===== config.mk =====
export PLATFORM = sky130hd
export DESIGN_NAME = pss_device_flat
export DESIGN_NICKNAME = d
export VERILOG_FILES = /design/src/logic/pss_pkg.sv /design/src/logic/pss_if.sv /design/src/logic/pss_device.sv /design/src/flat_wrapper.sv
export SDC_FILE = /design/constraint.sdc
export NUM_CORES = 1
export LEC_CHECK = 0
export ABC_AREA = 1
export BUFFER_PORTS_ARGS = -buffer_cell sky130_fd_sc_hd__buf_2
export CAP_MARGIN = 20
export CORE_ASPECT_RATIO = 1.25
export CORE_MARGIN = 3
export CORE_UTILIZATION = 52
export CTS_CLUSTER_SIZE = 8
export DETAILED_ROUTE_END_ITERATION = 12
export HOLD_SLACK_MARGIN = 0.02
export PLACE_DENSITY_LB_ADDON = 0.05
export SLEW_MARGIN = 20
export SYNTH_ARGS = -nofsm -noshare
export SYNTH_HDL_FRONTEND = slang
export SYNTH_SLANG_ARGS = --single-unit
export TNS_END_PERCENT = 5

===== constraint.sdc =====
create_clock -name clk_i -period 1.4 [get_ports clk_i]
set_input_delay 0.07 -clock clk_i [delete_from_list [all_inputs] [get_ports clk_i]]
set_output_delay 0.07 -clock clk_i [all_outputs]
set_load 0.02 [all_outputs]

===== src/logic/pss_pkg.sv =====
// Package: constants shared by the power/start-up sequencer and its host end
package pss_pkg;
  // Clock and timing
  localparam int CLK_HZ = 10000000;
  localparam int RESET_PHASE_CYCLES = 512;
  localparam int INIT_PHASE_CYCLES = 128;
  localparam int SLEEP_EXIT_CYCLES = 512;
  localparam int STANDBY_EXIT_OSC_EDGES = 4;
  localparam int HARD_PD_MIN_US = 100;
  localparam int HARD_PD_MIN_CYCLES = (HARD_PD_MIN_US * (CLK_HZ / 1000000));
  localparam int POLL_SETTLE_CYCLES = 16;
  // Device register addresses on the parallel port
  localparam logic [5:0] ADDR_PAGE = 6'h00;
  localparam logic [5:0] ADDR_COMMAND = 6'h01;
  localparam logic [5:0] ADDR_CONTROL = 6'h09;
  localparam logic [5:0] ADDR_RX_CTRL = 6'h1f;
  localparam logic [5:0] ADDR_INIT_FIRST = 6'h10;
  localparam logic [5:0] ADDR_INIT_LAST = 6'h2f;
  // Control register bits
  localparam int CTRL_SLEEP_BIT = 4;
  localparam int CTRL_STANDBY_BIT = 5;
  localparam int RXCTRL_AUTO_GATE_BIT = 3;
  // Command and page values
  localparam logic [5:0] CMD_STARTUP = 6'h3f;
  localparam logic [5:0] CMD_IDLE = 6'h00;
  localparam logic [7:0] PAGE_DETECT = 8'h80;
  localparam logic [7:0] PAGE_LINEAR = 8'h00;
  // Host-side Wishbone register offsets
  localparam logic [3:0] WB_HCTRL = 4'h0;
  localparam logic [3:0] WB_HSTAT = 4'h4;
  localparam logic [3:0] WB_HCFG = 4'h8;
endpackage


===== src/logic/pss_if.sv =====
// Interface: parallel port and power pins between device and host
`timescale 1ns/1ps
interface pss_if;
  logic hard_soft_sleep_bit_pin;
  logic cs;
  logic wr;
  logic [5:0] addr;
  logic [7:0] wdata;
  logic [7:0] rdata;
  logic rx_window;
  modport device (
    input hard_soft_sleep_bit_pin, cs, wr, addr, wdata, rx_window,
    output rdata
  );
  modport host (
    output hard_soft_sleep_bit_pin, cs, wr, addr, wdata, rx_window,
    input rdata
  );
endinterface


===== src/logic/pss_device.sv =====
// Device end: power modes, start-up phases and interface detection
//
// Local design decisions: register access over Wishbone and the register addresses.
`timescale 1ns/1ps
module pss_device import pss_pkg::*; (
  // Clock and reset
  input wire logic clk_i,
  input wire logic rst_i,
  // Supply monitors and oscillator input
  input wire logic digital_supply_por_i,
  input wire logic analog_supply_por_i,
  input wire logic osc_input_pin_i,
  // Host parallel port
  pss_if.device bus,
  // Analog and pin controls
  output logic osc_enable_o,
  output logic current_sinks_on_o,
  output logic digital_clock_on_o,
  output logic receiver_on_o,
  output logic inputs_connected_o,
  output logic irq_oe_o,
  output logic signal_monitor_out_o,
  output logic antenna_drive_a_o,
  output logic antenna_drive_b_o,
  output logic osc_output_pin_o,
  output logic linear_addressing_o,
  output logic interface_detected_o,
  output logic [5:0] init_addr_o,
  output logic init_load_o
);
  typedef enum logic [2:0] {
    ST_HARD_PD = 3'b000,
    ST_RESET = 3'b001,
    ST_INIT = 3'b010,
    ST_RUN = 3'b011
  } phase_e;

  // Pin inputs from outside: three-stage synchronisers
  logic [2:0] pd_sync_q;
  logic [2:0] osc_sync_q;
  logic pd_level_q;
  logic osc_level_q;
  always_ff @(posedge clk_i) begin
    if (rst_i) begin
      pd_sync_q <= 3'h7;
      osc_sync_q <= 3'h0;
      pd_level_q <= 1'b1;
      osc_level_q <= 1'b0;
    end else begin
      pd_sync_q <= {pd_sync_q[1:0], bus.hard_soft_sleep_bit_pin};
      osc_sync_q <= {osc_sync_q[1:0], osc_input_pin_i};
      if (pd_sync_q[1] == pd_sync_q[2]) pd_level_q <= pd_sync_q[2];
      if (osc_sync_q[1] == osc_sync_q[2]) osc_level_q <= osc_sync_q[2];
    end
  end

  logic osc_prev_q;
  logic osc_rise;
  logic hard_pd;
  assign osc_rise = osc_level_q & ~osc_prev_q;
  assign hard_pd = pd_level_q | digital_supply_por_i | analog_supply_por_i;

  // Sequencer and control state
  phase_e phase_q, phase_d;
  logic [9:0] cnt_q, cnt_d;
  logic sleep_sw_q, sleep_sw_d;
  logic sleep_rd_q, sleep_rd_d;
  logic stby_sw_q, stby_sw_d;
  logic stby_rd_q, stby_rd_d;
  logic [9:0] sleep_cnt_q, sleep_cnt_d;
  logic [2:0] stby_cnt_q, stby_cnt_d;
  logic auto_gate_q, auto_gate_d;
  logic [5:0] cmd_q, cmd_d;
  logic [7:0] page_q, page_d;
  logic detected_q, detected_d;
  logic linear_q, linear_d;
  logic wr_q;
  logic wr_strobe;
  assign wr_strobe = bus.cs & bus.wr & ~wr_q;

  // Next state of phases, mode bits and port registers
  always_comb begin
    phase_d = phase_q;
    cnt_d = cnt_q;
    sleep_sw_d = sleep_sw_q;
    sleep_rd_d = sleep_rd_q;
    stby_sw_d = stby_sw_q;
    stby_rd_d = stby_rd_q;
    sleep_cnt_d = sleep_cnt_q;
    stby_cnt_d = stby_cnt_q;
    auto_gate_d = auto_gate_q;
    cmd_d = cmd_q;
    page_d = page_q;
    detected_d = detected_q;
    linear_d = linear_q;
    case (phase_q)
      ST_HARD_PD: begin
        cmd_d = CMD_STARTUP;
        if (!hard_pd) begin
          phase_d = ST_RESET;
          cnt_d = 10'(RESET_PHASE_CYCLES - 1);
        end
      end
      ST_RESET: begin
        // Reset values loaded during this phase
        sleep_sw_d = 1'b0;
        sleep_rd_d = 1'b0;
        stby_sw_d = 1'b0;
        stby_rd_d = 1'b0;
        auto_gate_d = 1'b1;
        page_d = PAGE_DETECT;
        detected_d = 1'b0;
        linear_d = 1'b0;
        if (cnt_q == 10'h0) begin
          phase_d = ST_INIT;
          cnt_d = 10'(INIT_PHASE_CYCLES - 1);
        end else begin
          cnt_d = cnt_q - 10'h1;
        end
      end
      ST_INIT: begin
        if (cnt_q == 10'h0) begin
          phase_d = ST_RUN;
          cmd_d = CMD_IDLE;
        end else begin
          cnt_d = cnt_q - 10'h1;
        end
      end
      ST_RUN: begin
        // Sleep exit: bit reads set until the count expires
        if (sleep_rd_q && !sleep_sw_q) begin
          if (sleep_cnt_q == 10'h0) sleep_rd_d = 1'b0;
          else sleep_cnt_d = sleep_cnt_q - 10'h1;
        end
        // Standby exit counts oscillator edges
        if (stby_rd_q && !stby_sw_q && osc_rise) begin
          if (stby_cnt_q == 3'h1) stby_rd_d = 1'b0;
          else stby_cnt_d = stby_cnt_q - 3'h1;
        end
        if (wr_strobe) begin
          case (bus.addr)
            ADDR_CONTROL: begin
              sleep_sw_d = bus.wdata[CTRL_SLEEP_BIT];
              stby_sw_d = bus.wdata[CTRL_STANDBY_BIT];
              if (bus.wdata[CTRL_SLEEP_BIT]) sleep_rd_d = 1'b1;
              if (bus.wdata[CTRL_STANDBY_BIT]) stby_rd_d = 1'b1;
              sleep_cnt_d = 10'(SLEEP_EXIT_CYCLES - 1);
              stby_cnt_d = 3'(STANDBY_EXIT_OSC_EDGES);
            end
            ADDR_RX_CTRL: auto_gate_d = bus.wdata[RXCTRL_AUTO_GATE_BIT];
            ADDR_PAGE: begin
              page_d = bus.wdata;
              if (bus.wdata == PAGE_DETECT) begin
                detected_d = 1'b1;
                cmd_d = CMD_IDLE;
              end else if (bus.wdata == PAGE_LINEAR && detected_q) begin
                linear_d = 1'b1;
              end
            end
            default: ;
          endcase
        end
      end
      default: phase_d = ST_HARD_PD;
    endcase
    if (hard_pd) begin
      phase_d = ST_HARD_PD;
      sleep_sw_d = 1'b0;
      sleep_rd_d = 1'b0;
      stby_sw_d = 1'b0;
      stby_rd_d = 1'b0;
    end
  end

  // State registers
  always_ff @(posedge clk_i) begin
    if (rst_i) begin
      phase_q <= ST_HARD_PD;
      cnt_q <= 10'h0;
      sleep_sw_q <= 1'b0;
      sleep_rd_q <= 1'b0;
      stby_sw_q <= 1'b0;
      stby_rd_q <= 1'b0;
      sleep_cnt_q <= 10'h0;
      stby_cnt_q <= 3'h0;
      auto_gate_q <= 1'b1;
      cmd_q <= CMD_STARTUP;
      page_q <= PAGE_DETECT;
      detected_q <= 1'b0;
      linear_q <= 1'b0;
      wr_q <= 1'b0;
      osc_prev_q <= 1'b0;
    end else begin
      phase_q <= phase_d;
      cnt_q <= cnt_d;
      sleep_sw_q <= sleep_sw_d;
      sleep_rd_q <= sleep_rd_d;
      stby_sw_q <= stby_sw_d;
      stby_rd_q <= stby_rd_d;
      sleep_cnt_q <= sleep_cnt_d;
      stby_cnt_q <= stby_cnt_d;
      auto_gate_q <= auto_gate_d;
      cmd_q <= cmd_d;
      page_q <= page_d;
      detected_q <= detected_d;
      linear_q <= linear_d;
      wr_q <= bus.cs & bus.wr;
      osc_prev_q <= osc_level_q;
    end
  end

  // Read data mux, registered
  logic [7:0] rdata_d;
  always_comb begin
    case (bus.addr)
      ADDR_PAGE: rdata_d = page_q;
      ADDR_COMMAND: rdata_d = {2'b00, cmd_q};
      ADDR_CONTROL: begin
        rdata_d = 8'h00;
        rdata_d[CTRL_SLEEP_BIT] = sleep_rd_q;
        rdata_d[CTRL_STANDBY_BIT] = stby_rd_q;
      end
      ADDR_RX_CTRL: rdata_d = {4'h0, auto_gate_q, 3'h0};
      default: rdata_d = 8'h00;
    endcase
  end

  // Pin and analog control outputs, all registered
  logic pd_now;
  logic running;
  assign pd_now = (phase_d == ST_HARD_PD);
  assign running = (phase_d == ST_RUN);
  always_ff @(posedge clk_i) begin
    if (rst_i) begin
      bus.rdata <= 8'h00;
      osc_enable_o <= 1'b0;
      current_sinks_on_o <= 1'b0;
      digital_clock_on_o <= 1'b0;
      receiver_on_o <= 1'b0;
      inputs_connected_o <= 1'b0;
      irq_oe_o <= 1'b0;
      signal_monitor_out_o <= 1'b0;
      antenna_drive_a_o <= 1'b1;
      antenna_drive_b_o <= 1'b0;
      osc_output_pin_o <= 1'b1;
      linear_addressing_o <= 1'b0;
      interface_detected_o <= 1'b0;
      init_addr_o <= ADDR_INIT_FIRST;
      init_load_o <= 1'b0;
    end else begin
      bus.rdata <= pd_now ? 8'h00 : rdata_d;
      osc_enable_o <= !pd_now && !sleep_rd_d;
      current_sinks_on_o <= !pd_now && !sleep_rd_d && !stby_rd_d;
      digital_clock_on_o <= !pd_now && !stby_rd_d;
      receiver_on_o <= running && !sleep_rd_d && !stby_rd_d &&
        (!auto_gate_d || bus.rx_window);
      inputs_connected_o <= !pd_now;
      irq_oe_o <= !pd_now;
      if (pd_now) begin
        signal_monitor_out_o <= 1'b0;
        antenna_drive_a_o <= 1'b1;
        antenna_drive_b_o <= 1'b0;
        osc_output_pin_o <= 1'b1;
      end else if (!sleep_rd_d && !stby_rd_d) begin
        signal_monitor_out_o <= 1'b0;
        antenna_drive_a_o <= 1'b0;
        antenna_drive_b_o <= 1'b0;
        osc_output_pin_o <= osc_level_q;
      end
      linear_addressing_o <= linear_d;
      interface_detected_o <= detected_d;
      // Copy pulse stands with the address it loads, one pulse per address
      if (phase_q != ST_INIT) begin
        init_load_o <= 1'b0;
        init_addr_o <= ADDR_INIT_FIRST;
      end else if (init_load_o) begin
        init_load_o <= (init_addr_o != ADDR_INIT_LAST);
        init_addr_o <= init_addr_o + 6'h1;
      end else if (init_addr_o == ADDR_INIT_FIRST) init_load_o <= 1'b1;
    end
  end
endmodule


===== src/flat_wrapper.sv =====
// flat-port wrapper written by rule: the top's interface ports become plain ports
module pss_device_flat import pss_pkg::*;
  (clk_i, rst_i, digital_supply_por_i, analog_supply_por_i, osc_input_pin_i, osc_enable_o, current_sinks_on_o, digital_clock_on_o, receiver_on_o, inputs_connected_o, irq_oe_o, signal_monitor_out_o, antenna_drive_a_o, antenna_drive_b_o, osc_output_pin_o, linear_addressing_o, interface_detected_o, init_addr_o, init_load_o, bus_hard_soft_sleep_bit_pin, bus_cs, bus_wr, bus_addr, bus_wdata, bus_rx_window, bus_rdata);
  pss_if bus_i ();
  input wire logic clk_i;
  input wire logic rst_i;
  input wire logic digital_supply_por_i;
  input wire logic analog_supply_por_i;
  input wire logic osc_input_pin_i;
  output logic osc_enable_o;
  output logic current_sinks_on_o;
  output logic digital_clock_on_o;
  output logic receiver_on_o;
  output logic inputs_connected_o;
  output logic irq_oe_o;
  output logic signal_monitor_out_o;
  output logic antenna_drive_a_o;
  output logic antenna_drive_b_o;
  output logic osc_output_pin_o;
  output logic linear_addressing_o;
  output logic interface_detected_o;
  output logic [5:0] init_addr_o;
  output logic init_load_o;
  input wire logic [$bits(bus_i.hard_soft_sleep_bit_pin)-1:0] bus_hard_soft_sleep_bit_pin;
  input wire logic [$bits(bus_i.cs)-1:0] bus_cs;
  input wire logic [$bits(bus_i.wr)-1:0] bus_wr;
  input wire logic [$bits(bus_i.addr)-1:0] bus_addr;
  input wire logic [$bits(bus_i.wdata)-1:0] bus_wdata;
  input wire logic [$bits(bus_i.rx_window)-1:0] bus_rx_window;
  output wire logic [$bits(bus_i.rdata)-1:0] bus_rdata;
  assign bus_i.hard_soft_sleep_bit_pin = bus_hard_soft_sleep_bit_pin;
  assign bus_i.cs = bus_cs;
  assign bus_i.wr = bus_wr;
  assign bus_i.addr = bus_addr;
  assign bus_i.wdata = bus_wdata;
  assign bus_i.rx_window = bus_rx_window;
  assign bus_rdata = bus_i.rdata;
  pss_device u_core (.clk_i(clk_i), .rst_i(rst_i), .digital_supply_por_i(digital_supply_por_i), .analog_supply_por_i(analog_supply_por_i), .osc_input_pin_i(osc_input_pin_i), .bus(bus_i), .osc_enable_o(osc_enable_o), .current_sinks_on_o(current_sinks_on_o), .digital_clock_on_o(digital_clock_on_o), .receiver_on_o(receiver_on_o), .inputs_connected_o(inputs_connected_o), .irq_oe_o(irq_oe_o), .signal_monitor_out_o(signal_monitor_out_o), .antenna_drive_a_o(antenna_drive_a_o), .antenna_drive_b_o(antenna_drive_b_o), .osc_output_pin_o(osc_output_pin_o), .linear_addressing_o(linear_addressing_o), .interface_detected_o(interface_detected_o), .init_addr_o(init_addr_o), .init_load_o(init_load_o));
endmodule

== Yosys cells after proc, flatten, opt, wreduce, memory -nomap -nowiden ==
Cells that the tools add are included.

* Register bits after elaboration: 79
* Latch bits: 0
* Bits in writable memories: 0
* Bits in read-only memories: 0
* Output and inout bits: 27
* Memories: 0

* Add/subtract/negate cells: 4
* $mul: 0
* Div/mod/pow operators: 0
* $lt $le $gt $ge: 0
* Equality and inequality tests: 23
* Shift-type cells: 0
* Muxes and demuxes: 59
* Bitwise gates (word level): 7
* Reductions and logical operators: 36

{| class="wikitable"
|+ Operators with widths
! kind !! count
|-
| two-way mux 10 bit || 7
|-
| one-hot mux 8 bit (4 select lines) || 1
|-
| one-hot mux 10 bit (3 select lines) || 1
|-
| two-way mux 1 bit || 27
|-
| two-way mux 6 bit || 4
|-
| two-way mux 3 bit || 7
|-
| zero test 10 bit || 2
|-
| subtractor 10 x 1 -> 10 bit, second input constant || 2
|-
| one-hot mux 6 bit (3 select lines) || 1
|-
| two-way mux 8 bit || 2
|-
| one-hot mux 8 bit (2 select lines) || 1
|-
| one-hot mux 1 bit (2 select lines) || 7
|-
| == test 6 x 5 -> 1 bit, second input constant || 2
|-
| inequality test 2 x 1 -> 1 bit, second input constant || 6
|-
| one-hot mux 3 bit (4 select lines) || 1
|-
| logical AND 1 bit || 11
|-
| AND reduction 5 bit || 2
|-
| == test 3 x 2 -> 1 bit, second input constant || 3
|-
| AND reduction 3 bit || 3
|-
| == test 8 bit, second input constant || 1
|-
| zero test 8 bit || 1
|-
| adder 6 x 1 -> 6 bit, second input constant || 1
|-
| == test 3 x 1 -> 1 bit, second input constant || 2
|-
| == test 6 x 1 -> 1 bit, second input constant || 1
|-
| other kinds (17) || 33
|}

== Longest topological paths before layout ==
Gate-level depths: netlist (run 1).

* Depth after elaboration: 12
* Gate-level depth with buffers: 12
* Depth with buffers taken out: 12

== Least setup slack after synthesis (run 1) ==
OpenSTA, ideal clock, no wires.

* Path kind: reg2reg
* Start: register u_core.sleep_cnt_q[0]
* End: register u_core.sleep_cnt_q[1]
* Setup time: 115 ps
* Data arrival time: 1325 ps
* Slack: -40 ps
* Stages on the path, launching flop included: 11
* Period minus slack after synthesis: 1440 ps
* Cell sequence: dfxtp_1 -> inv_1 -> ha_1 -> nand2_1 -> nor2_1 -> nand2_1 -> nand2_1 -> nor2_2 -> o21ai_0 -> o21ai_0 -> inv_1

* Word-level cells in the longest chain between the ends: 5

{| class="wikitable"
|+ RTL lines
! what !! line !! text
|-
| start, declared || pss_device.sv:70 || <nowiki>logic [9:0] sleep_cnt_q, sleep_cnt_d;</nowiki>
|-
| start signal, assigned || pss_device.sv:200 || <nowiki>sleep_cnt_q <= sleep_cnt_d;</nowiki>
|-
| subtractor 10 x 1 -> 10 bit or zero test 10 bit (tied branches) || pss_device.sv:133, pss_device.sv:132 ||
|-
| two-way mux 10 bit (*) || pss_device.sv:132 || <nowiki>if (sleep_cnt_q == 10'h0) sleep_rd_d = 1'b0;</nowiki>
|-
| two-way mux 10 bit (*) || pss_device.sv:131 || <nowiki>if (sleep_rd_q && !sleep_sw_q) begin</nowiki>
|-
| two-way mux 10 bit || pss_device.sv:141 || <nowiki>case (bus.addr)</nowiki>
|-
| two-way mux 10 bit (*) || pss_device.sv:140 || <nowiki>if (wr_strobe) begin</nowiki>
|}

Every way passes the cells marked *; elsewhere a longest branch is shown, timed or not.
A chain may end at the register's enable or synchronous reset.

== Final worst setup path (run 1) ==
* Start: register u_core.cnt_q[0]
* End: register u_core.cnt_q[6]

* Word-level cells in the longest chain between the ends: 3

{| class="wikitable"
|+ RTL lines
! what !! line !! text
|-
| start, declared || pss_device.sv:65 || <nowiki>logic [9:0] cnt_q, cnt_d;</nowiki>
|-
| start signal, assigned || pss_device.sv:195 || <nowiki>cnt_q <= cnt_d;</nowiki>
|-
| subtractor 10 x 1 -> 10 bit or zero test 10 bit (tied branches) || -- ||
|-
| two-way mux 10 bit (tied with other cells) || pss_device.sv:122 || <nowiki>if (cnt_q == 10'h0) begin</nowiki>
|-
| one-hot mux 10 bit (3 select lines) or AND reduction 3 bit (tied branches) || -- ||
|}

Parallel ways exist; a longest one is shown, timed or not. The select of a mux whose other input is x is not followed.

==> results by group, run 1 <==
Outcome
  – Status: finished with violations
  – Failing checks: setup timing

Global route
  – Largest net degree at the start of global routing: 21
  – Antenna violations before repair: 0
  – GR Util All Layers: 23.3%
  – Grt total ovfl: 0
  – Number of global-route vias before repair: 3351
  – First-pass GRT wire length: ~15000 µm

Setup path
  – Crit path max-delay family: simple AND/OR/NAND/NOR gates
  – CP Class: reg -> reg
  – Slowest stage delay, CP: 0.33 ns
  – Worst Path Max Fanout: 6
  – Critical Path End Type: flop
  – Worst r2r path cells: 12
  – CP Launch Type: flop
  – Crit-path slowest cell: dfxtp_2
  – CP Cell Sequence: inv_2 -> ha_4 -> inv_2 -> nor2_4 -> nand3_2 -> nand2_2 -> nand2_4 -> inv_2 -> nand2_2 -> nand3_1 -> nand2_1 -> inv_1
  – Critical path endpoint: u_core.cnt_q[6]
  – Buf+Inv Stages, Crit Path: 4
  – Worst endpoint data arrival time: 1.74 ns
  – Worst setup startpoint: u_core.cnt_q[0]
  – Reg2reg end: u_core.cnt_q[6]
  – CP dominant cell by count: inv_2
  – R2R Path Start: u_core.cnt_q[0]
  – Internal reg-to-reg setup slack: -0.03 ns
  – Stages on the worst setup path: 12
  – Critical Path RT: 1.71 ns

Yosys
  – Post-synth top area cell: dfxtp_1
  – Cells after synthesis: 501
  – Count leader, synth: nand2_1
  – Post-synth cell types: 38
  – Synth Register Bits: 74
  – Yosys top cell area share: 41.3%
  – Synth top area cells: dfxtp_1 41%, nand2_1 11%, inv_1 7.2%, nor2_1 6.8%, nand3_1 4.3%
  – Warnings, synthesis: 0
  – Primary FF master, synth: dfxtp_1
  – Cell Area, Synth: roughly 3600 µm²
  – Number of synthesized flops with an enable pin: 0
  – Fraction of registers with async set/reset: 0%
  – Mapped Avg Cell Area: roughly 7.2 µm²
  – Seq/Total Area, Yosys: 41.3%
  – Commonest cells in the netlist: 101 x nand2_1, 74 x dfxtp_1, 69 x inv_1, 65 x nor2_1, 31 x nand3_1

Placement
  – Hpwl dp: 6720 µm
  – Cell Count Post-Placement: 690
  – IO buf count: 47
  – RD Place Congestion: 0.880
  – Area post-placement: 4370 µm²

Drt
  – Top Metal Used: met4
  – Vias: ~3700
  – Vias per inst: around 5.1
  – Average wire per standard cell: 13.5 µm
  – Detail Route Antenna Nets: 0
  – Routed wire length: 9690 µm
  – Initial DRC count: 160
  – DRT met1 WL: 4010 µm
  – Routed met3 length: 253 µm
  – DRC errors left: 0
  – First-pass detailed-route iteration total: 5
  – Metal2 WL: 5210 µm

Die
  – Die span in x: about 80 µm
  – Core ar.: 6650 µm²
  – DIE AREA: 7940 µm²
  – Row count: 33
  – Die extent in y: 98.9 µm
  – I/O pins: 50
  – Starting density of the core: 54.0%

Pwr
  – Gate power share: slightly below 10%
  – Psw: around 1100 µW
  – Power per cell area: 903 nW/µm²
  – Max VDD drop: 1.08 mV
  – Flop pwr share: 47.6%
  – P_int: 3410 µW
  – Clock Power Share: 42.7%
  – Pleak: 0.00234 µW
  – Overall power: 4540 µW
  – Switch share: 24.9%

Layout
  – Layout cells sized above 1: 38.3%
  – Syn-to-layout area delta: 40.3%
  – Fill cell count: a little over 500
  – Finished Layout Cells: 717
  – N_diodes: 0
  – Final-stage net count: 656
  – Post-route design area: 5030 µm²

STA
  – Unrepaired setup endpoints after global routing: true
  – Crit share post-route: 102%
  – Max Clk Rate: ~700 MHz
  – Final hold violations: 0
  – Final Max Tran Viols: 0
  – Final setup violation count: 7
  – Final WS setup: -0.0340 ns
  – Clock Skews: between 0.009 and 0.01 ns
  – Worst hold margin: 0.0293 ns
  – Period minus WS final: 1.43 ns

CTS
  – Cts bufs inserted: 9
  – Root cell of the clock tree: clkbuf_8
  – Longest Clk Path Bufs: 2
  – Clk Latency, worst-skew pair: 0.35 ns
  – H-Tree Depth: 3
  – Clk slew on worst S/H paths: 0.09 ns
  – Clk sinks: 74
  – CTS tree: yes

Job
  – Max-cap viol count: 0

Worst hold path
  – Hold Path Class: in -> reg
## cell families (layout without fill, tap and decap cells)
family / Yosys count / count (layout) / synth area share, %
buffers and inverters: 89 / 216 / 10.1
DFF: 74 / 74 / 41.3
adders and majority gates: 8 / 8 / 2.79
other: 1 / 3 / 0.105
AOI/OAI and AO/OA: 72 / 72 / 11.1
xor gates and xnor gates: 5 / 5 / 1.22
and+or+nand+nor: 252 / 252 / 33.3
## final cells by class
class,count,area (µm²),area share [%]
multi-input cells,340,2050,40.7
flip-flops and latches,74,1500,29.8
repair buffers,121,830,16.5
inverters,79,310,6.17
clock buffers,10,138,2.73
well taps,87,109,2.16
clock inverters,6,97.6,1.94
## per-layer routing
layer | global-route usage (%) | up-vias
met5 | 0 | -
met4 | 9.10 | 0
met2 | 41.6 | 63
li1 | - | 1844
met3 | 3.47 | 18
met1 | 27.6 | 1747
## stage by stage
stage / worst slack [ns] / utilization (%) / TNS, ns
floorplan: -0.0107 / - / -0.0187
global placement: -0.0798 / 65.7 / -0.454
detailed placement: -0.106 / 65.7 / -1.03
CTS: -0.0300 / 72.0 / -0.0985
global route: -0.121 / 75.7 / -1.76
finish: -0.0340 / 75.7 / -0.101
## flip-flops by register name, indices dropped and copies added, names as in the netlist, 3 cells and up
| name | count |
|---|---|
| u_core.init_addr_o | 6 |
| u_core.osc_sync_q | 3 |
| u_core.cnt_q | 10 |
| u_core.pd_sync_q | 3 |
| u_core.phase_q | 3 |
| u_core.stby_cnt_q | 3 |
| u_core.bus.rdata | 8 |
| u_core.page_q | 8 |
| u_core.sleep_cnt_q | 10 |
## cells in the final DEF, fill, tap and decap left out, drive strengths merged, types with 5 or more instances in the layout
cell / netlist / layout
nand2: 103 / 103
clkbuf: 4 / 10
buf: 6 / 112
a21oi: 31 / 31
inv: 78 / 80
nand3b: 6 / 6
xor2: 5 / 5
dfxtp: 74 / 74
nor2: 78 / 78
or2: 5 / 5
o21ai: 28 / 28
nand3: 36 / 36
dlygate4sd3: 0 / 9
nor3: 9 / 9
ha: 8 / 8
nand4: 11 / 11
## power by group through the flow
stage               Sequential, µW  Clock [µW]  Combinational (µW)
floorplan                     2200           0                 183
global placement              2200           0                 342
detailed placement            2200           0                 344
CTS                           2150        1950                 380
global route                  2160        2060                 480
finish                        2160        1940                 442
## worst min-delay path: cells and delay by family
| kind | cells | cell delay [ns] |
|---|---|---|
| simple gates | 1 | 0.06 |
| buf+inv | 2 | 0.20 |
## timing repair
item                       in CTS  in global routing
setup endpoints to repair      22                 51
hold endpoints to repair       10                  0
hold buffers                    9                  0
setup buffers                   2                  0
gates resized for setup        26                 86
pin swaps                      12                 28
## how the worst min path moves through the flow
stage	slack, ns	cells after the start	endpoint	start
after floorplan	0.17	1	u_core.pd_sync_q[0]	bus_hard_soft_sleep_bit_pin
after global placement	0.26	2	u_core.pd_sync_q[0]	bus_hard_soft_sleep_bit_pin
after detailed placement	0.26	2	u_core.pd_sync_q[0]	bus_hard_soft_sleep_bit_pin
after CTS	0.03	3	u_core.wr_q	bus_cs
after global routing	0.05	3	u_core.detected_q	bus_wdata[7]
final	0.03	3	u_core.wr_q	bus_cs
(Power assumes the default switching activity.)
==> inputs of run 2 (changes only) <==
CORE_MARGIN = 5   (was 3)
==> results by group, run 2 (synthesized netlist as in run 1, its figures left out) <==
Drt
  – First-pass detailed-route iteration total: 4 (was 5)
  – Vias per inst: 5.09 (was 5.12)
  – Vias: 3686 (was 3672)
  – Initial DRC count: 169 (was 160)
  – DRC errors left: 0 (unchanged)
  – Average wire per standard cell: 12.9 µm (was 13.5 µm)
  – Routed wire length: 9340 µm (was 9690 µm)
  – Detail Route Antenna Nets: 0 (unchanged)

Layout
  – Most frequent cells in the layout: 86 x nand2_1, 68 x buf_4, 65 x dfxtp_1 (was 85 x nand2_1, 63 x buf_4, 63 x dfxtp_1)
  – Fill cell count: 528 (was 510)
  – Most common cell after layout, fill and taps aside: nand2_1 (unchanged)
  – Regs by FF count: u_core.cnt_q x10, u_core.sleep_cnt_q x10 (unchanged)
  – Syn-to-layout area delta: 39.1% (was 40.3%)
  – Final-stage net count: 663 (was 656)
  – FF+latch area: 1500 µm² (about the same)
  – Area of the multi-input gates: 2000 µm² (was 2050 µm²)
  – Finished Layout Cells: 724 (was 717)
  – End-of-flow core utilization: 75.0% (was 75.7%)
  – N_diodes: 0 (unchanged)
  – Layout cells sized above 1: 37.0% (was 38.3%)

Setup path
  – Critical Path RT: 1.70 ns (was 1.71 ns)
  – Reg2reg end: u_core.receiver_on_o (was u_core.cnt_q[6])
  – Worst endpoint data arrival time: 1.73 ns (was 1.74 ns)
  – Slowest stage delay, CP: 0.37 ns (was 0.33 ns)
  – Buf+Inv Stages, Crit Path: 2 (was 4)
  – Crit-path slowest cell: dfxtp_2 (unchanged)
  – Worst Path Max Fanout: 4 (was 6)
  – CP Launch Type: flop (unchanged)
  – Crit path max-delay family: simple AND/OR/NAND/NOR gates (unchanged)
  – CP Class: reg -> reg (unchanged)
  – Critical Path End Type: flop (unchanged)
  – Internal reg-to-reg setup slack: -0.03 ns (about the same)
  – R2R Path Start: u_core.phase_q[1] (was u_core.cnt_q[0])
  – CP Cell Sequence: inv_1 -> nand3_1 -> buf_4 -> o21ai_1 -> nand2_1 -> nor2_1 -> nand2_1 -> nor2_1 (was inv_2 -> ha_4 -> inv_2 -> nor2_4 -> nand3_2 -> nand2_2 -> nand2_4 -> inv_2 -> nand2_2 -> nand3_1 -> nand2_1 -> inv_1)
  – Worst r2r path cells: 8 (was 12)

Outcome
  – Failing checks: setup timing (unchanged)
  – Status: finished with violations (unchanged)

CTS
  – Root cell of the clock tree: clkbuf_8 (unchanged)
  – H-Tree Depth: 3 (unchanged)
  – Clk Latency, worst-skew pair: 0.36 ns (was 0.35 ns)
  – Cts bufs inserted: 9 (unchanged)
  – CTS tree: yes (unchanged)
  – Clk sinks: 74 (unchanged)
  – Longest Clk Path Bufs: 2 (unchanged)
  – Clk slew on worst S/H paths: 0.09 ns (about the same)

STA
  – Max Clk Rate: 697 MHz (about the same)
  – Crit share post-route: 102% (about the same)
  – Period minus WS final: 1.43 ns (about the same)
  – Unrepaired setup endpoints after global routing: true (unchanged)
  – Final Max Tran Viols: 0 (unchanged)
  – Final hold violations: 0 (unchanged)
  – Clock Skews: 0.0164 ns (was 0.00928 ns)
  – Setup TNS: -0.0803 ns (was -0.101 ns)
  – Final WS setup: -0.0338 ns (was -0.0340 ns)
  – Final setup violation count: 4 (was 7)

Pwr
  – Flop pwr share: 52.1% (was 47.6%)
  – Max VDD drop: 0.626 mV (was 1.08 mV)
  – P_int: 2990 µW (was 3410 µW)
  – Clock Power Share: 38.4% (was 42.7%)
  – Pleak: 0.00233 µW (was 0.00234 µW)
  – Gate power share: 9.5% (was 9.7%)
  – Power per cell area: 830 nW/µm² (was 903 nW/µm²)
  – Overall power: 4140 µW (was 4540 µW)
  – Psw: 1160 µW (was 1130 µW)
  – Switch share: 27.9% (was 24.9%)

Die
  – DIE AREA: 8670 µm² (was 7940 µm²)
  – I/O pins: 50 (unchanged)
  – Die extent in y: 103 µm (was 98.9 µm)
  – Core ar.: 6650 µm² (unchanged)
  – Row count: 33 (unchanged)
  – Starting density of the core: 54.0% (unchanged)
  – Die span in x: 84.3 µm (was 80.3 µm)

Global route
  – Antenna violations before repair: 0 (unchanged)
  – First-pass GRT wire length: 15100 µm (was 14700 µm)
  – Largest net degree at the start of global routing: 16 (was 21)
  – Grt total ovfl: 0 (unchanged)
  – Number of global-route vias before repair: 3464 (was 3351)
  – GR Util All Layers: 21.7% (was 23.3%)

Worst hold path
  – Worst hold path cell count: 4 (was 3)
  – Hold Path Class: in -> reg (unchanged)
  – Hold_sp: bus_addr[5] (was bus_cs)
  – Hold Path End: u_core.bus.rdata[3] (was u_core.wr_q)

Placement
  – IO buf count: 47 (unchanged)
  – Cell Count Post-Placement: 691 (was 690)
  – RD Place Congestion: 0.874 (was 0.880)
  – Place WS: -0.155 ns (was -0.106 ns)
  – Hpwl dp: 6810 µm (was 6720 µm)

Job
  – Max-cap viol count: 0 (unchanged)
## run 2: what timing repair did
item	in CTS	in global routing
hold buffers	11	0
endpoints found under the hold margin	10	0
setup endpoints to repair	25	50
setup buffers	2	4
resized for setup	27	66
pin swaps	11	27
## run 2: per-stage QoR
step | hold WS [ns] | instance area, µm²
3_3_place_gp | 0.255 | 4380
3_5_place_dp | 0.281 | 4380
5_1_grt | 0.0715 | 4990
2_1_floorplan | 0.174 | 3600
6_report | 0.0670 | 4990
4_1_cts | 0.0258 | 4760
## run 2: layer usage
metal / up-vias / GRT usage, % / part of all wire (%)
met5: - / 0 / 0
met4: 0 / 7.05 / 1.5
met3: 14 / 5.28 / 4.0
met2: 67 / 39.2 / 52
met1: 1738 / 25.5 / 43
li1: 1867 / - / -
## run 2: worst max-delay path by stage
stage | cells after the start | slack [ns] | from | end
after floorplan | 5 | -0.01 | u_core.init_load_o | u_core.init_addr_o[5]
after global placement | 10 | -0.10 | u_core.sleep_cnt_q[0] | u_core.sleep_cnt_q[1]
after detailed placement | 10 | -0.16 | u_core.sleep_cnt_q[1] | u_core.sleep_cnt_q[1]
after CTS | 7 | -0.02 | u_core.pd_level_q | u_core.cnt_q[0]
after global routing | 7 | -0.13 | u_core.cnt_q[1] | u_core.cnt_q[9]
final | 8 | -0.03 | u_core.phase_q[1] | u_core.receiver_on_o
## run 2: power by group through the flow
stage                     Clock [µW]  Combinational (µW)  Sequential, µW
after floorplan                    0                 183            2200
after global placement             0                 322            2200
after detailed placement           0                 329            2200
after CTS                       1620                 370            2150
after global routing            1710                 439            2160
final                           1590                 394            2160
## run 2: layout make-up
| type | count | share of cell area (%) |
|---|---|---|
| tap | 87 | 2.18 |
| inverter | 79 | 6.07 |
| multi-input combinational | 340 | 40.2 |
| timing repair buffer | 128 | 17.9 |
| clock inverter | 7 | 1.20 |
| sequential | 74 | 30.0 |
| clock buffer | 9 | 2.48 |
## run 2: worst register-to-register path, delay by kind of cell (launching register included)
kind | cells | cell delay (ns)
buffers and inverters | 2 | 0.30
flip-flops | 1 | 0.37
AO/OA/AOI/OAI | 1 | 0.18
AND/OR/NAND/NOR | 5 | 0.54
==> inputs of run 3 (changes only) <==
CORE_UTILIZATION = 57   (was 52)
MAX_ROUTING_LAYER = met4   (was unset)
clock period = 1.6 ns   (was 1.4 ns; I/O delays follow)
==> results by group, run 3 (synthesized netlist as in run 1, its figures left out) <==
Outcome
  – Status: finished, final reports clean (was finished with violations)

Pwr
  – Pleak: 0.00202 µW (was 0.00233 µW)
  – Power per cell area: 829 nW/µm² (was 830 nW/µm²)
  – Max VDD drop: 0.552 mV (was 0.626 mV)
  – Overall power: 3630 µW (was 4140 µW)

Setup path
  – CP Class: reg -> reg (unchanged)
  – CP Launch Type: flop (unchanged)
  – Slowest stage delay, CP: 0.36 ns (was 0.37 ns)
  – Worst Path Max Fanout: 6 (was 4)
  – CP Cell Sequence: inv_2 -> nand3_4 -> buf_4 -> nor2_1 -> a21oi_1 -> nor4_1 (was inv_1 -> nand3_1 -> buf_4 -> o21ai_1 -> nand2_1 -> nor2_1 -> nand2_1 -> nor2_1)
  – Critical Path RT: 1.83 ns (was 1.70 ns)
  – Crit path max-delay family: simple AND/OR/NAND/NOR gates (unchanged)
  – Buf+Inv Stages, Crit Path: 2 (unchanged)
  – Crit-path slowest cell: dfxtp_1 (was dfxtp_2)
  – Critical Path End Type: flop (unchanged)
  – Worst endpoint data arrival time: 1.75 ns (was 1.73 ns)

Layout
  – Most frequent cells in the layout: 96 x nand2_1, 71 x dfxtp_1, 68 x inv_1 (was 86 x nand2_1, 68 x buf_4, 65 x dfxtp_1)
  – Most common cell after layout, fill and taps aside: nand2_1 (unchanged)
  – N_diodes: 0 (unchanged)
  – Regs by FF count: u_core.cnt_q x10, u_core.sleep_cnt_q x10 (unchanged)
  – Fill cell count: 564 (was 528)
  – Finished Layout Cells: 667 (was 724)
  – Post-route design area: 4380 µm² (was 4990 µm²)
  – Final-stage net count: 608 (was 663)
  – Syn-to-layout area delta: 22.0% (was 39.1%)
  – Layout cells sized above 1: 23.2% (was 37.0%)

CTS
  – CTS tree: yes (unchanged)
  – Clk sinks: 74 (unchanged)
  – Clk Latency, worst-skew pair: 0.34 ns (was 0.36 ns)
  – Cts bufs inserted: 9 (unchanged)
  – Clk slew on worst S/H paths: 0.08 ns (was 0.09 ns)
  – Longest Clk Path Bufs: 2 (unchanged)
  – Root cell of the clock tree: clkbuf_8 (unchanged)
  – H-Tree Depth: 3 (unchanged)

Global route
  – Grt total ovfl: 0 (unchanged)
  – First-pass GRT wire length: 14200 µm (was 15100 µm)
  – Largest net degree at the start of global routing: 25 (was 16)
  – GR Util All Layers: 22.5% (was 21.7%)
  – Antenna violations before repair: 0 (unchanged)
  – Number of global-route vias before repair: 3299 (was 3464)

Placement
  – Hpwl dp: 6000 µm (was 6810 µm)
  – IO buf count: 47 (unchanged)
  – Cell Count Post-Placement: 638 (was 691)
  – Area post-placement: 3970 µm² (was 4380 µm²)
  – RD Place Congestion: 0.900 (was 0.874)

Worst hold path
  – Hold Path Class: in -> reg (unchanged)

STA
  – Final Max Tran Viols: 0 (unchanged)
  – Final setup violation count: 0 (was 4)
  – Period minus WS final: 1.52 ns (was 1.43 ns)
  – Unrepaired setup endpoints after global routing: true (unchanged)
  – Final hold violations: 0 (unchanged)
  – Clock Skews: 0.00720 ns (was 0.0164 ns)
  – Max Clk Rate: 657 MHz (was 697 MHz)
  – Setup TNS: 0 ns (was -0.0803 ns)
  – Crit share post-route: 95.1% (was 102%)
  – Worst hold margin: 0.0258 ns (was 0.0670 ns)

Die
  – Starting density of the core: 58.2% (was 54.0%)
  – I/O pins: 50 (unchanged)
  – Core ar.: 6170 µm² (was 6650 µm²)
  – Die span in x: 81.0 µm (was 84.3 µm)
  – Die extent in y: 98.7 µm (was 103 µm)
  – Row count: 32 (was 33)
  – DIE AREA: 7990 µm² (was 8670 µm²)

Drt
  – DRC errors left: 0 (unchanged)
  – First-pass detailed-route iteration total: 4 (unchanged)
  – Initial DRC count: 162 (was 169)
  – Routed wire length: 8300 µm (was 9340 µm)
  – Vias per inst: 5.09 (about the same)
  – Average wire per standard cell: 12.4 µm (was 12.9 µm)
  – Detail Route Antenna Nets: 0 (unchanged)
  – Vias: 3393 (was 3686)

Job
  – Max-cap viol count: 0 (unchanged)
run 3: changes by cell type in the layout (fill, tap and decap cells not counted), sizes merged:
cell | before | now
buf | 117 | 61
bufinv | 0 | 1
clkinv | 1 | 2
clkinvlp | 3 | 2
dlygate4sd3 | 11 | 12
inv | 82 | 81
run 3: path summary, 6_finish.rpt:
check | cells past startpoint | slack [ns] | start | end
worst max-delay path | 6 | 0.08 | u_core.phase_q[2] | u_core.stby_cnt_q[0]
worst min-delay path | 3 | 0.03 | bus_cs | u_core.wr_q
worst max register to register | 6 | 0.08 | u_core.phase_q[2] | u_core.stby_cnt_q[0]
worst min register to register | 2 | 0.41 | u_core.osc_sync_q[0] | u_core.osc_sync_q[1]
run 3: final cells by class:
cell class / count / area, µm² / area share, %
Clock buffer: 9 / 124 / 2.83
Sequential cell: 74 / 1490 / 33.9
Clock inverter: 7 / 76.3 / 1.74
Multi-Input combinational cell: 340 / 1830 / 41.7
Inverter: 79 / 300 / 6.86
Tap cell: 85 / 106 / 2.43
Timing Repair Buffer: 73 / 460 / 10.5
run 3: metal layers:
layer | track usage [%] | part of all wire, % | vias up
met3 | 3.29 | 4.1 | 15
met1 | 25.7 | 42 | 1563
met5 | - | 0 | -
li1 | - | - | 1752
met2 | 39.2 | 52 | 63
met4 | 8.32 | 1.6 | 0
run 3: metrics by stage:
step / setup slack [ns] / util (%)
after floorplan: 0.160 / -
after global placement: 0.0664 / 64.4
after detailed placement: -0.0292 / 64.4
after CTS: 0.00598 / 69.6
after global routing: -0.0401 / 71.0
final: 0.0776 / 71.0
run 3: timing repair:
action / in CTS / in global routing
hold endpoints to repair: 13 / 0
gates resized for setup: 1 / 27
endpoints found under the setup margin: 2 / 33
setup buffers: 0 / 1
pin swaps: 0 / 3
hold buffers: 12 / 0
run 3: report_power, final:
group / total, µW / switching, µW / internal (µW)
logic: 276 / 166 / 110
clock network: 1460 / 729 / 733
registers: 1890 / 23.8 / 1870
total: 3630 / 918 / 2710
run 3: worst reg2reg max path, cell delays in order (launching register included):
cell and delay [ns]:
dfxtp_1 0.36, inv_2 0.13, nand3_4 0.12, buf_4 0.19, nor2_1 0.18, a21oi_1 0.11, nor4_1 0.32
